==> src/pbcs_pkg.sv <==
// Purpose: Shared constants for the PHY basic control and status bank.
// Assumes: 100 MHz system clock, 16-bit management registers, 5-bit index.
// Notes:   Indexes are decimal register numbers, not byte addresses.
//
// How it works
// - Access only through indirect access and data path.
// - Decimal index selects one of thirteen registers.
// - Kept fields survive only the control soft reset.
// - Control bit 15 starts soft reset, self-clears.
// - Control bit 14 selects loopback mode.
// - Speed and duplex bits ignored under autonegotiation.
// - Control bit 12 enables autonegotiation, overriding both.
// - Bit 11 powers down; completion shows status bit 5; here bit 5 reads zero while powered down.
// - Control bit 9 restarts autonegotiation, self-clears.
// - Control bit 7 enables the collision test.
// - Speed and autonegotiation defaults come from strap.
// - Status bits 15..11 report fixed abilities.
// - Status bit 5 shows autonegotiation complete.
// - Status bit 4 latches remote fault high.
// - Status bit 3 always reads one.
// - Status bit 2 latches link loss low.
// - Status bit 1 latches jabber high.
// - Status bit 0 always reads one.
package pbcs_pkg;

   // ==========================================================
   // Widths.
   localparam int IDX_W  = 5;             // Index width.
   localparam int DATA_W = 16;            // Register width.

   // ==========================================================
   // Register indexes.
   localparam logic [4:0] IDX_CONTROL    = 5'h00;  // Basic control.
   localparam logic [4:0] IDX_STATUS     = 5'h01;  // Basic status.
   localparam logic [4:0] IDX_ID_HIGH    = 5'h02;  // Identifier high.
   localparam logic [4:0] IDX_ID_LOW     = 5'h03;  // Identifier low.
   localparam logic [4:0] IDX_AN_ADV     = 5'h04;  // Advertisement.
   localparam logic [4:0] IDX_AN_PARTNER = 5'h05;  // Partner ability.
   localparam logic [4:0] IDX_AN_EXP     = 5'h06;  // Expansion.
   localparam logic [4:0] IDX_MODE       = 5'h11;  // Mode control/status.
   localparam logic [4:0] IDX_SPEC_MODES = 5'h12;  // Special modes.
   localparam logic [4:0] IDX_SPEC_IND   = 5'h1B;  // Special indications.
   localparam logic [4:0] IDX_INT_SRC    = 5'h1D;  // Interrupt source.
   localparam logic [4:0] IDX_INT_MASK   = 5'h1E;  // Interrupt mask.
   localparam logic [4:0] IDX_SPEC_CTRL  = 5'h1F;  // Special control.

   // ==========================================================
   // Basic control bit positions.
   localparam int CTL_SOFT_RESET = 15;    // Software reset, self-clearing.
   localparam int CTL_LOOPBACK   = 14;    // Loopback mode.
   localparam int CTL_SPEED_100  = 13;    // Manual speed select.
   localparam int CTL_AN_ENABLE  = 12;    // Autonegotiation enable.
   localparam int CTL_POWER_DOWN = 11;    // General power-down.
   localparam int CTL_AN_RESTART = 9;     // Restart, self-clearing.
   localparam int CTL_DUPLEX     = 8;     // Manual duplex select.
   localparam int CTL_COL_TEST   = 7;     // Collision test.

   // Control reset value without the strap-driven bits.
   localparam logic [15:0] CTL_RESET_VALUE = 16'h0000;
   // Bits that software can write and the register keeps.
   localparam logic [15:0] CTL_WRITE_MASK  = 16'h7980;

   // ==========================================================
   // Basic status bit positions.
   localparam int STS_AN_COMPLETE  = 5;   // Negotiation done.
   localparam int STS_REMOTE_FAULT = 4;   // Latching high.
   localparam int STS_AN_ABILITY   = 3;   // Constant one.
   localparam int STS_LINK_UP      = 2;   // Latching low.
   localparam int STS_JABBER       = 1;   // Latching high.
   localparam int STS_EXT_CAPS     = 0;   // Constant one.

   // Fixed abilities: no T4, all four TX/T modes, AN able, ext caps.
   localparam logic [15:0] STS_FIXED_VALUE = 16'h7809;

   // ==========================================================
   // Timing.
   localparam int CLK_PERIOD_NS      = 10;   // System clock period.
   localparam int SOFT_RESET_TIME_NS = 100;  // Soft reset pulse width.
   localparam int SOFT_RESET_CYCLES  =
      (SOFT_RESET_TIME_NS + CLK_PERIOD_NS - 1) / CLK_PERIOD_NS;
   localparam int STRAP_SYNC_CYCLES  = 3;    // Strap settle before load.

   // ==========================================================
   // Sequencer states, Gray coded along init, run, soft reset.
   typedef enum logic [1:0] {
      PBCS_INIT = 2'b00,                  // Waiting for strap level.
      PBCS_RUN  = 2'b01,                  // Normal operation.
      PBCS_SRST = 2'b11                   // Soft reset in progress.
   } pbcs_state_t;

   // Index decode: true for every mapped register.
   function automatic logic pbcs_index_valid(input logic [4:0] idx);
      pbcs_index_valid = (idx <= IDX_AN_EXP) || (idx == IDX_MODE) ||
                         (idx == IDX_SPEC_MODES) || (idx == IDX_SPEC_IND) ||
                         (idx >= IDX_INT_SRC);
   endfunction : pbcs_index_valid

endpackage : pbcs_pkg

==> src/pbcs_regs.sv <==
// Purpose: Indirect management bank with basic control and status.
// Assumes: MAC access logic presents one request per cycle, same clock.
// Notes:   Only control, status and the two identifier words are implemented;
//          other mapped indexes read zero here and ignore writes.
module pbcs_regs #(
   parameter logic [15:0] ID_HIGH_VALUE = 16'h1234,  // Arbitrary value.
   parameter logic [15:0] ID_LOW_VALUE  = 16'h5678,  // Arbitrary value.
   parameter int          SRST_CYCLES   = pbcs_pkg::SOFT_RESET_CYCLES
) (
   input  wire logic                        clk_i,         // Clock.
   input  wire logic                        rst_i,         // Reset, high.
   // Indirect access path from the MAC.
   input  wire logic                        acc_req_i,     // Request.
   input  wire logic                        acc_write_i,   // 1 write.
   input  wire logic [pbcs_pkg::IDX_W-1:0]  acc_index_i,   // Index.
   input  wire logic [pbcs_pkg::DATA_W-1:0] acc_wdata_i,   // Write data.
   output logic                             acc_ready_o,   // Accepting.
   output logic                             acc_done_o,    // Answer.
   output logic                             acc_err_o,     // Bad index.
   output logic [pbcs_pkg::DATA_W-1:0]      acc_rdata_o,   // Read data.
   // Strap pin.
   input  wire logic                        speed_strap_i, // Strap pin.
   // PHY core status.
   input  wire logic                        an_complete_i, // AN done.
   input  wire logic                        remote_fault_i,// Fault seen.
   input  wire logic                        link_up_i,     // Link live.
   input  wire logic                        jabber_i,      // Jabber seen.
   input  wire logic                        an_speed_100_i,// AN speed.
   input  wire logic                        an_full_dup_i, // AN duplex.
   // PHY core control.
   output logic                             soft_reset_o,  // Core reset.
   output logic                             loopback_o,    // Loopback.
   output logic                             speed_100_o,   // Speed.
   output logic                             full_duplex_o, // Duplex.
   output logic                             an_enable_o,   // AN on.
   output logic                             an_restart_o,  // AN pulse.
   output logic                             power_down_o,  // Power-down.
   output logic                             col_test_o     // COL test.
);
   import pbcs_pkg::*;

   // ==========================================================
   // Strap synchroniser.
   logic strap_meta;                      // First stage, read by second only.
   logic strap_sync;                      // Second stage.

   // The strap is a pin and may move at any time relative to the clock.
   always_ff @(posedge clk_i or posedge rst_i) begin
      if (rst_i) begin
         strap_meta <= 1'b0;
         strap_sync <= 1'b0;
      end else begin
         strap_meta <= speed_strap_i;
         strap_sync <= strap_meta;
      end
   end

   // ==========================================================
   // Sequencer and counter.
   localparam int CNT_W = 16;             // Counter width.
   localparam logic [CNT_W-1:0] INIT_LAST = CNT_W'(STRAP_SYNC_CYCLES - 1);
   localparam logic [CNT_W-1:0] SRST_LAST = CNT_W'(SRST_CYCLES - 1);

   pbcs_state_t      state;               // Current state.
   pbcs_state_t      next_state;          // Next state.
   logic [CNT_W-1:0] count;               // Cycle counter.
   logic [CNT_W-1:0] next_count;          // Next counter value.

   // Access decode.
   logic acc_take;                        // Request accepted.
   logic acc_wr;                          // Accepted write.
   logic acc_rd;                          // Accepted read.
   logic idx_ok;                          // Index is mapped.
   logic sel_ctl;                         // Control selected.
   logic sel_sts;                         // Status selected.
   logic ctl_write;                       // Write lands in control.
   logic srst_start;                      // Soft reset begins.
   logic srst_end;                        // Soft reset last cycle.
   logic init_end;                        // Strap load cycle.

   assign acc_ready_o = (state != PBCS_INIT);
   assign acc_take    = acc_req_i && acc_ready_o;
   assign acc_wr      = acc_take && acc_write_i;
   assign acc_rd      = acc_take && !acc_write_i;
   assign idx_ok      = pbcs_index_valid(acc_index_i);
   assign sel_ctl     = (acc_index_i == IDX_CONTROL);
   assign sel_sts     = (acc_index_i == IDX_STATUS);
   // Writes are dropped while a soft reset runs, since the register is
   // about to be restored anyway and a half-applied write would be lost.
   assign ctl_write   = acc_wr && sel_ctl && (state == PBCS_RUN);
   assign srst_start  = ctl_write && acc_wdata_i[CTL_SOFT_RESET];
   assign srst_end    = (state == PBCS_SRST) && (count == SRST_LAST);
   assign init_end    = (state == PBCS_INIT) && (count == INIT_LAST);

   // Next-state selection for the sequencer.
   always_comb begin
      next_state = state;
      next_count = count;
      case (state)
         PBCS_INIT: begin
            next_count = count + CNT_W'(1);
            if (init_end) begin
               next_state = PBCS_RUN;
               next_count = '0;
            end
         end
         PBCS_RUN: begin
            next_count = '0;
            if (srst_start) begin
               next_state = PBCS_SRST;
            end
         end
         PBCS_SRST: begin
            next_count = count + CNT_W'(1);
            if (srst_end) begin
               next_state = PBCS_RUN;
               next_count = '0;
            end
         end
         default: begin
            next_state = PBCS_INIT;
            next_count = '0;
         end
      endcase
   end

   // State register.
   always_ff @(posedge clk_i or posedge rst_i) begin
      if (rst_i) begin
         state <= PBCS_INIT;
         count <= '0;
      end else begin
         state <= next_state;
         count <= next_count;
      end
   end

   // ==========================================================
   // Basic control register.
   logic [15:0] ctl;                      // Stored control bits.
   logic [15:0] ctl_default;              // Default with strap bits.
   logic [15:0] next_ctl;                 // Next control value.
   logic        restart;                  // Restart pulse register.

   // Speed and autonegotiation defaults follow the strap level.
   always_comb begin
      ctl_default                = CTL_RESET_VALUE;
      ctl_default[CTL_SPEED_100] = strap_sync;
      ctl_default[CTL_AN_ENABLE] = strap_sync;
   end

   // No basic control field is kept across soft reset, so the whole
   // register is restored; kept fields elsewhere would skip this path.
   assign next_ctl = (init_end || srst_end) ? ctl_default :
                     ctl_write ? (acc_wdata_i & CTL_WRITE_MASK) : ctl;

   // Control storage; the two self-clearing bits are never stored.
   always_ff @(posedge clk_i or posedge rst_i) begin
      if (rst_i) begin
         ctl <= CTL_RESET_VALUE;
      end else begin
         ctl <= next_ctl;
      end
   end

   // Restart is a one-cycle pulse, so the bit reads back as zero.
   always_ff @(posedge clk_i or posedge rst_i) begin
      if (rst_i) begin
         restart <= 1'b0;
      end else begin
         restart <= ctl_write && acc_wdata_i[CTL_AN_RESTART];
      end
   end

   // ==========================================================
   // Control outputs to the PHY core.
   logic an_on;                           // Autonegotiation enabled.

   assign an_on         = ctl[CTL_AN_ENABLE];
   assign soft_reset_o  = (state == PBCS_SRST);
   assign loopback_o    = ctl[CTL_LOOPBACK];
   assign an_enable_o   = an_on;
   assign an_restart_o  = restart && an_on;
   assign power_down_o  = ctl[CTL_POWER_DOWN];
   assign col_test_o    = ctl[CTL_COL_TEST];
   // Manual speed and duplex only count with negotiation off.
   assign speed_100_o   = an_on ? an_speed_100_i
                                : ctl[CTL_SPEED_100];
   assign full_duplex_o = an_on ? an_full_dup_i
                                : ctl[CTL_DUPLEX];

   // ==========================================================
   // Latching status bits.
   logic sts_read;                        // Status register read.
   logic fault_held;                      // Remote fault latch.
   logic link_held;                       // Link latch.
   logic jabber_held;                     // Jabber latch.
   logic an_done;                         // Live completion.

   assign sts_read = acc_rd && sel_sts;
   // Completion is meaningless while powered down or in soft reset.
   assign an_done  = an_complete_i && !ctl[CTL_POWER_DOWN] &&
                     (state == PBCS_RUN);

   pbcs_latch #(.LATCH_HIGH(1'b1)) u_fault (
      .clk_i   (clk_i),
      .rst_i   (rst_i),
      .clear_i (soft_reset_o),
      .live_i  (remote_fault_i),
      .read_i  (sts_read),
      .held_o  (fault_held)
   );

   pbcs_latch #(.LATCH_HIGH(1'b0)) u_link (
      .clk_i   (clk_i),
      .rst_i   (rst_i),
      .clear_i (soft_reset_o),
      .live_i  (link_up_i),
      .read_i  (sts_read),
      .held_o  (link_held)
   );

   pbcs_latch #(.LATCH_HIGH(1'b1)) u_jabber (
      .clk_i   (clk_i),
      .rst_i   (rst_i),
      .clear_i (soft_reset_o),
      .live_i  (jabber_i),
      .read_i  (sts_read),
      .held_o  (jabber_held)
   );

   // ==========================================================
   // Read data selection.
   logic [15:0] sts_value;                // Assembled status word.
   logic [15:0] ctl_value;                // Control as read back.
   logic [15:0] rd_mux;                   // Selected read word.

   // Fixed bits come from one constant; reserved bits stay zero.
   always_comb begin
      sts_value                   = STS_FIXED_VALUE;
      sts_value[STS_AN_COMPLETE]  = an_done;
      sts_value[STS_REMOTE_FAULT] = fault_held;
      sts_value[STS_AN_ABILITY]   = 1'b1;
      sts_value[STS_LINK_UP]      = link_held;
      sts_value[STS_JABBER]       = jabber_held;
      sts_value[STS_EXT_CAPS]     = 1'b1;
   end

   // Reset bit reads one while the core reset is still running.
   always_comb begin
      ctl_value                 = ctl;
      ctl_value[CTL_SOFT_RESET] = soft_reset_o;
   end

   assign rd_mux = (acc_index_i == IDX_CONTROL) ? ctl_value :
                   (acc_index_i == IDX_STATUS)  ? sts_value :
                   (acc_index_i == IDX_ID_HIGH) ? ID_HIGH_VALUE :
                   (acc_index_i == IDX_ID_LOW)  ? ID_LOW_VALUE :
                   16'h0000;

   // ==========================================================
   // Answer registers.
   // Every accepted request answers one cycle later; read data is held
   // until the next read so the MAC may copy it at leisure.
   always_ff @(posedge clk_i or posedge rst_i) begin
      if (rst_i) begin
         acc_done_o  <= 1'b0;
         acc_err_o   <= 1'b0;
         acc_rdata_o <= 16'h0000;
      end else begin
         acc_done_o <= acc_take;
         acc_err_o  <= acc_take && !idx_ok;
         if (acc_rd) begin
            acc_rdata_o <= idx_ok ? rd_mux : 16'h0000;
         end
      end
   end

endmodule : pbcs_regs

==> src/pbcs_latch.sv <==
// Purpose: One latching status bit, high or low sense.
// Assumes: Live condition comes from logic on the same clock.
// Notes:   The read pulse re-arms the latch to the live level.
module pbcs_latch #(
   parameter bit LATCH_HIGH = 1'b1        // One latches high, zero low.
) (
   input  wire logic clk_i,               // System clock.
   input  wire logic rst_i,               // Asynchronous reset, high.
   input  wire logic clear_i,             // Soft reset re-arm.
   input  wire logic live_i,              // Live condition.
   input  wire logic read_i,              // Status register read.
   output logic      held_o               // Latched value.
);
   import pbcs_pkg::*;

   // ==========================================================
   // Latch update.
   logic next_held;                       // Next latched value.

   // While a read is in progress the live value is taken, so an event in
   // the read cycle still lands in the latch.
   assign next_held = (read_i || clear_i) ? live_i :
                      (LATCH_HIGH ? (held_o | live_i)
                                  : (held_o & live_i));

   // Reset value is the inactive state of the condition.
   always_ff @(posedge clk_i or posedge rst_i) begin
      if (rst_i) begin
         held_o <= ~LATCH_HIGH;
      end else begin
         held_o <= next_held;
      end
   end

endmodule : pbcs_latch

==> config.mk <==
export PLATFORM = sky130hd
export DESIGN_NAME = pbcs_regs
export DESIGN_NICKNAME = d
export VERILOG_FILES = /design/src/pbcs_pkg.sv /design/src/pbcs_regs.sv /design/src/pbcs_latch.sv
export SDC_FILE = /design/constraint.sdc
export NUM_CORES = 1
export LEC_CHECK = 0
export ABC_AREA = 1
export BUFFER_PORTS_ARGS = -buffer_cell sky130_fd_sc_hd__clkbuf_2
export CAP_MARGIN = 20
export CORE_ASPECT_RATIO = 1.5
export CORE_UTILIZATION = 58
export CTS_CLUSTER_DIAMETER = 200
export DETAILED_ROUTE_END_ITERATION = 6
export GPL_TIMING_DRIVEN = 0
export HOLD_SLACK_MARGIN = 0.03
export PLACE_DENSITY_LB_ADDON = 0.05
export SETUP_SLACK_MARGIN = 0.02
export SYNTH_ARGS = -nofsm -noshare
export SYNTH_HDL_FRONTEND = slang
export SYNTH_SLANG_ARGS = --single-unit
==> constraint.sdc <==
create_clock -name clk_i -period 2.35 [get_ports clk_i]
set_input_delay 0.1175 -clock clk_i [delete_from_list [all_inputs] [get_ports clk_i]]
set_output_delay 0.1175 -clock clk_i [all_outputs]
set_load 0.02 [all_outputs]
# After elaboration in Yosys (flattened, before gate mapping)
# Index checks and enable logic that the tools add are counted.
# W data, S select, Z words.
[classes] addsub=1 order_cmp=2 n_eq_ne=13 n_mux=19 bitwise_logic=3 n_reduce_logical=28
[ops] op="$mux W15" count=5
[ops] op="$mux W16" count=4
[ops] op="$pmux W16 S2" count=1
[ops] op="$add A16 B1 Y16 const B" count=1
[ops] op="$eq A16 B2 Y1 const B" count=1
[ops] op="$eq A16 B4 Y1 const B" count=1
[ops] op="$eq A5 B5 Y1 const B" count=3
[ops] op="$logic_and A1 B1 Y1" count=14
[ops] op="$eq A5 B2 Y1 const B" count=2
[ops] op="$logic_or A1 B1 Y1" count=6
[ops] op="$mux W2" count=3
[ops] op="$ne A2 B2 Y1 const B" count=3
[ops] op="$pmux W2 S3" count=1
[ops] op="$eq A5 B1 Y1 const B" count=1
[ops] op="$ge A5 B5 Y1 const B" count=1
[ops] op="$le A5 B3 Y1 const B" count=1
[ops] op="$logic_not A5 Y1" count=1
[ops] op="$mux W1" count=5
[ops] op="$reduce_bool A2 Y1" count=2
[ops] op="$logic_not A1 Y1" count=3
[ops] op="$reduce_and A3 Y1" count=1
[ops] op="$eq A2 B1 Y1 const B" count=1
[ops] op="$eq A2 B2 Y1 const B" count=1
[ops] op="$logic_not A2 Y1" count=1
[ops] op="2 further kinds" count=3
[totals] ff_bits=57 in_bits=32 out_inout_bits=27 elab_cells=78

# Logic depth before layout (Yosys ltp)
[depth] ltp_word=8 ltp_mapped=10 ltp_nobuf=10

# Hierarchy
# A second synthesis with hierarchy kept.
[hier_totals] hier_cells=310 area_unflattened_um2=2601.2
[modules_own_cells] module="pbcs_regs" n_inst=1 cells_each=288 area_per_inst_um2=2449.8 seq_area_each_um2=1101.1
[modules_own_cells] module="pbcs_latch (u_fault ...)" n_inst=2 cells_each=7 area_per_inst_um2=48.8 seq_area_each_um2=25.0
[modules_own_cells] module="pbcs_latch (u_link)" n_inst=1 cells_each=8 area_per_inst_um2=53.8 seq_area_each_um2=26.3

# Least setup slack after synthesis
# Ideal clock, no wire load.
[synth_timing] kind="register to register" from="register state[0]" to="register acc_rdata_o[4] in the netlist's numbering" setup_time_ps=126 arrival_time_ps=1470 required_ps=2224 path_slack_ps=753 stages_incl_launch_ff=10 n_path_buf=1 period_less_slack_ps=1597 path_cell_list="dfrtp_1 > inv_1 > ha_1 > inv_2 > nand2_2 > nor2_4 > inv_2 > buf_2 > nand2_1 > o21ai_0"
[synth_via] elab_chain_cells=3
[synth_lines] item="from (decl)" line="pbcs_regs.sv:64" rtl="pbcs_state_t state;"
[synth_lines] item="from (signal assigned)" line="pbcs_regs.sv:133" rtl="state <= next_state;"
[synth_lines] item="$reduce_bool A2 Y1" line="pbcs_regs.sv:81" rtl="assign acc_ready_o = (state != PBCS_INIT);"
[synth_lines] item="net acc_ready_o" line="pbcs_regs.sv:17" rtl="output logic acc_ready_o,"
[synth_lines] item="$logic_and A1 B1 Y1" line="pbcs_regs.sv:82" rtl="assign acc_take = acc_req_i && acc_ready_o;"
[synth_lines] item="$logic_and A1 B1 Y1" line="pbcs_regs.sv:84" rtl="assign acc_rd = acc_take && !acc_write_i;"
[synth_lines] item="to (signal assigned)" line="pbcs_regs.sv:274" rtl="acc_rdata_o <= idx_ok ? rd_mux : 16'h0000;"
[synth_lines] item="to (decl)" line="pbcs_regs.sv:20" rtl="output logic [pbcs_pkg::DATA_W-1:0] acc_rdata_o,"
# The timed path passes the listed nets, and every way through them passes these cells.
# A chain may end at the register's enable or synchronous reset.

# Worst setup path after layout
[layout_timing] from="register state[0]" to="register acc_rdata_o[10] in the netlist's numbering"
[layout_via] elab_chain_cells=3
[layout_lines] item="$reduce_bool A2 Y1" line="pbcs_regs.sv:81"
[layout_lines] item="$logic_and A1 B1 Y1" line="pbcs_regs.sv:82"
[layout_lines] item="$logic_and A1 B1 Y1" line="pbcs_regs.sv:84"
# No other way between the ends.

==> flow_metrics.tcl <==
set metrics [dict create \
    hold_start "acc_wdata_i[7]" \
    clk_latency_ns 0.30 \
    antenna_found_initial 0 \
    grt.overflow.total 0 \
    max_freq_mhz 550 \
    final_layout_size_suffix_gt1_share_pct 29.0 \
    cpPeakStageDelay_ns 0.44 \
    cpMostUsedCell "inv_2" \
    synth_top_cell_by_area "dfrtp_1" \
    worstPathMaxFanout 10 \
    initial_core_util_pct 61.9 \
    die_x_um 55.5 \
    drc_errors 0 \
    gp_congestion 0.845 \
    rows 28 \
    vdd.ir_drop.worst_mv 0.720 \
    setup_tns_ns 0 \
    outcome "finished clean" \
    synth_cell_types 32 \
    crit_chain "inv_1 > ha_1 > inv_2 > nand2_2 > nor2_4 > inv_2 > buf_2 > nand2_1 > o31ai_1" \
    wl_um 5180 \
    p_leak_uw 0.00149 \
    ctsHoldBuffers 6 \
    finalSetupViolCount 0 \
    hp-class "in2reg" \
    io_pins 59 \
    path_clk_slew_ns 0.09 \
    path_buf_inv 4 \
    syn-num-nets 327 \
    cts.sinks 47 \
    fin_crit_sh_pct 77.3 \
    worstPathRequired_ns 2.53 \
    r2r-end "acc_rdata_o[10]" \
    post_cts_buffers 0 \
    critPathCaptureType "flip-flop" \
    clockRootBuffer "clkbuf_8" \
    core_um2 4030 \
    ys_ff_latch 47 \
    worstPathArrival_ns 2.00 \
    ant_nets 0 \
    yosysSeqAreaShare_pct 47.2 \
    crit_slowest_cell "dfrtp_1" \
    fin_nets 391 \
    grt_pass1_vias 1927 \
    synthTopCellsByArea "dfrtp_1 46%, nand2_1 9.9%, nand3_1 4.6%" \
    grt_usage_pct 24.3 \
    diodes 0 \
    tritoncts.num_buffers 5 \
    start_kind "flip-flop" \
    ff2ff_setup_slack_ns 0.53 \
    critical_path_class "reg2reg" \
    finalHoldViolCount 0 \
    rr_worst_depth 9 \
    power_density_nw_per_um2 830 \
    dp_slack_ns 0.534 \
    synth.top_cell.area_share_pct 46.2 \
    r2r-start "state[0]" \
    syn_area_per_cell_um2 8.69 \
    rsz0062_at_grt "no" \
    vias 2068 \
    drt_iter0_markers 107 \
    syn_to_final_growth_pct 19.7 \
    firstDrtPassIters 4 \
    clock_path_buffers 2 \
    htree_levels 2 \
    fin_ws_ns 0.533 \
    cts_resized 0 \
    min_to "ctl[7]" \
    grt_max_degree 35 \
    tightest_slew_ns 0.377 \
    dieArea_um2 4570 \
    syn-instance-count 287 \
    synth_area_um2 2490 \
    cts_tree "built" \
    maxCapViolCount 0 \
    min_period_ns 1.82 \
    synth_warnings 0 \
    io_buffers 50 \
    dpl.hpwl_um 3940 \
    max-slew-margin-rel_pct 74.7 \
    cp_top_family "buffers and inverters" \
    avgRoutedWirePerCell_um 13.0 \
    die_y_um 82.3 \
    whs_path_depth 3 \
    avgViaCountPerCell 5.21 \
    grt_pass1_wl_um 8600 \
    drv_slew 0 \
    fin_skew_ns 0.00699 \
]
[worst max path at each step]
| stage | startpoint | to | slack (ns) | cells after the start |
|---|---|---|---|---|
| floorplan | state[0] | acc_rdata_o[4] | 0.75 | 9 |
| global placement | rst_i | acc_err_o | 0.54 | 2 |
| detailed placement | state[0] | acc_rdata_o[4] | 0.53 | 9 |
| CTS | state[0] | acc_rdata_o[0] | 0.52 | 9 |
| global route | state[0] | acc_rdata_o[10] | 0.41 | 9 |
| finish | state[0] | acc_rdata_o[10] | 0.53 | 9 |
[worst register-to-register path: stages, from the launching register on]
cell	delay, ns
dfrtp_1	0.44
inv_1	0.09
ha_1	0.29
inv_2	0.10
nand2_2	0.12
nor2_4	0.23
inv_2	0.10
buf_2	0.20
nand2_1	0.07
o31ai_1	0.06
[metrics by stage]
| stage | instances | util, % | hold slack, ns | cell area (µm²) | total power (µW) |
|---|---|---|---|---|---|
| CTS | 397 | 74.1 | 0.0326 | 2980 | 2500 |
| global placement | 382 | 69.5 | 0.227 | 2800 | 1930 |
| floorplan | 287 | - | 0.149 | 2490 | 1700 |
| detailed placement | 383 | 70.0 | 0.0766 | 2820 | 1950 |
| global route | 397 | 74.1 | 0.0499 | 2980 | 2630 |
| finish | 397 | 74.1 | 0.0308 | 2980 | 2480 |
[cell usage after synthesis]
cell	number
nor3_2	2
a21oi_1	10
nor2_2	13
o31ai_1	3
buf_4	1
and2_1	4
nand3_1	23
o21a_1	1
nand4_1	6
a31o_2	2
inv_2	4
buf_6	1
nor3_4	1
nand2_4	3
nand2_1	66
o21ai_0	5
inv_1	24
nand3b_1	1
o21ai_1	4
dfstp_2	1
nor2_4	3
buf_2	1
mux2_2	1
ha_1	8
dfrtp_1	46
nor2_8	1
nor2_1	30
xnor2_1	4
buf_12	1
o211ai_1	3
nand2_2	7
xor2_1	7
[report_power, final]
group	internal [µW]	leakage, µW	switching (µW)	total (µW)
clock	268	0.0000505	275	543
sequential	924	0.000625	101	1030
combinational	333	0.000811	576	910
total	1530	0.00149	952	2480
[layout by cell type, fill, tap and decap left out, drive strengths merged]
master / count
buf: 5
nand4: 6
and2: 4
a31o: 2
nor2: 47
dlygate4sd3: 6
inv: 28
clkinvlp: 1
xnor2: 4
xor2: 7
nand3: 23
ha: 8
o21a: 1
o21ai: 9
o31ai: 3
dfstp: 1
clkbuf: 57
a21oi: 10
nand3b: 1
mux2: 1
dfrtp: 46
nor3: 3
nand2: 76
o211ai: 3
[routing by layer]
layer	vias up	track usage [%]	share of wire, %
met3	8	3.58	2.8
met1	966	27.6	42
met5	-	0	0
met2	49	46.1	54
met4	0	9.25	1.8
li1	1045	-	-
[kinds of logic (layout without fill, tap and decap cells)]
family / Yosys count / after routing / share of synthesized area [%]
AO/OA/AOI/OAI: 28 / 28 / 6.62
XOR/XNOR: 11 / 11 / 3.86
adder cells (fa/ha/maj): 8 / 8 / 4.01
buffers and inverters: 32 / 97 / 5.97
flip-flops: 47 / 47 / 47.2
multiplexers: 1 / 1 / 0.452
AND/OR/NAND/NOR: 160 / 160 / 31.9
[cell type report]
cell class / count / area [µm²]
multi-input combinational: 208 / 1170
sequential: 47 / 1180
fill: 335 / 1040
timing repair buffer: 57 / 330
buffer: 4 / 43.8
tap: 45 / 56.3
inverter: 28 / 105
clock buffer: 7 / 96.3
clock inverter: 1 / 7.51
[registers in the layout, summed over array words and instances, names as in the netlist, 2 cells and up]
name / flops
ctl: 6
state: 2
count: 16
acc_rdata_o: 15
Power figures use the tool's default switching activity.
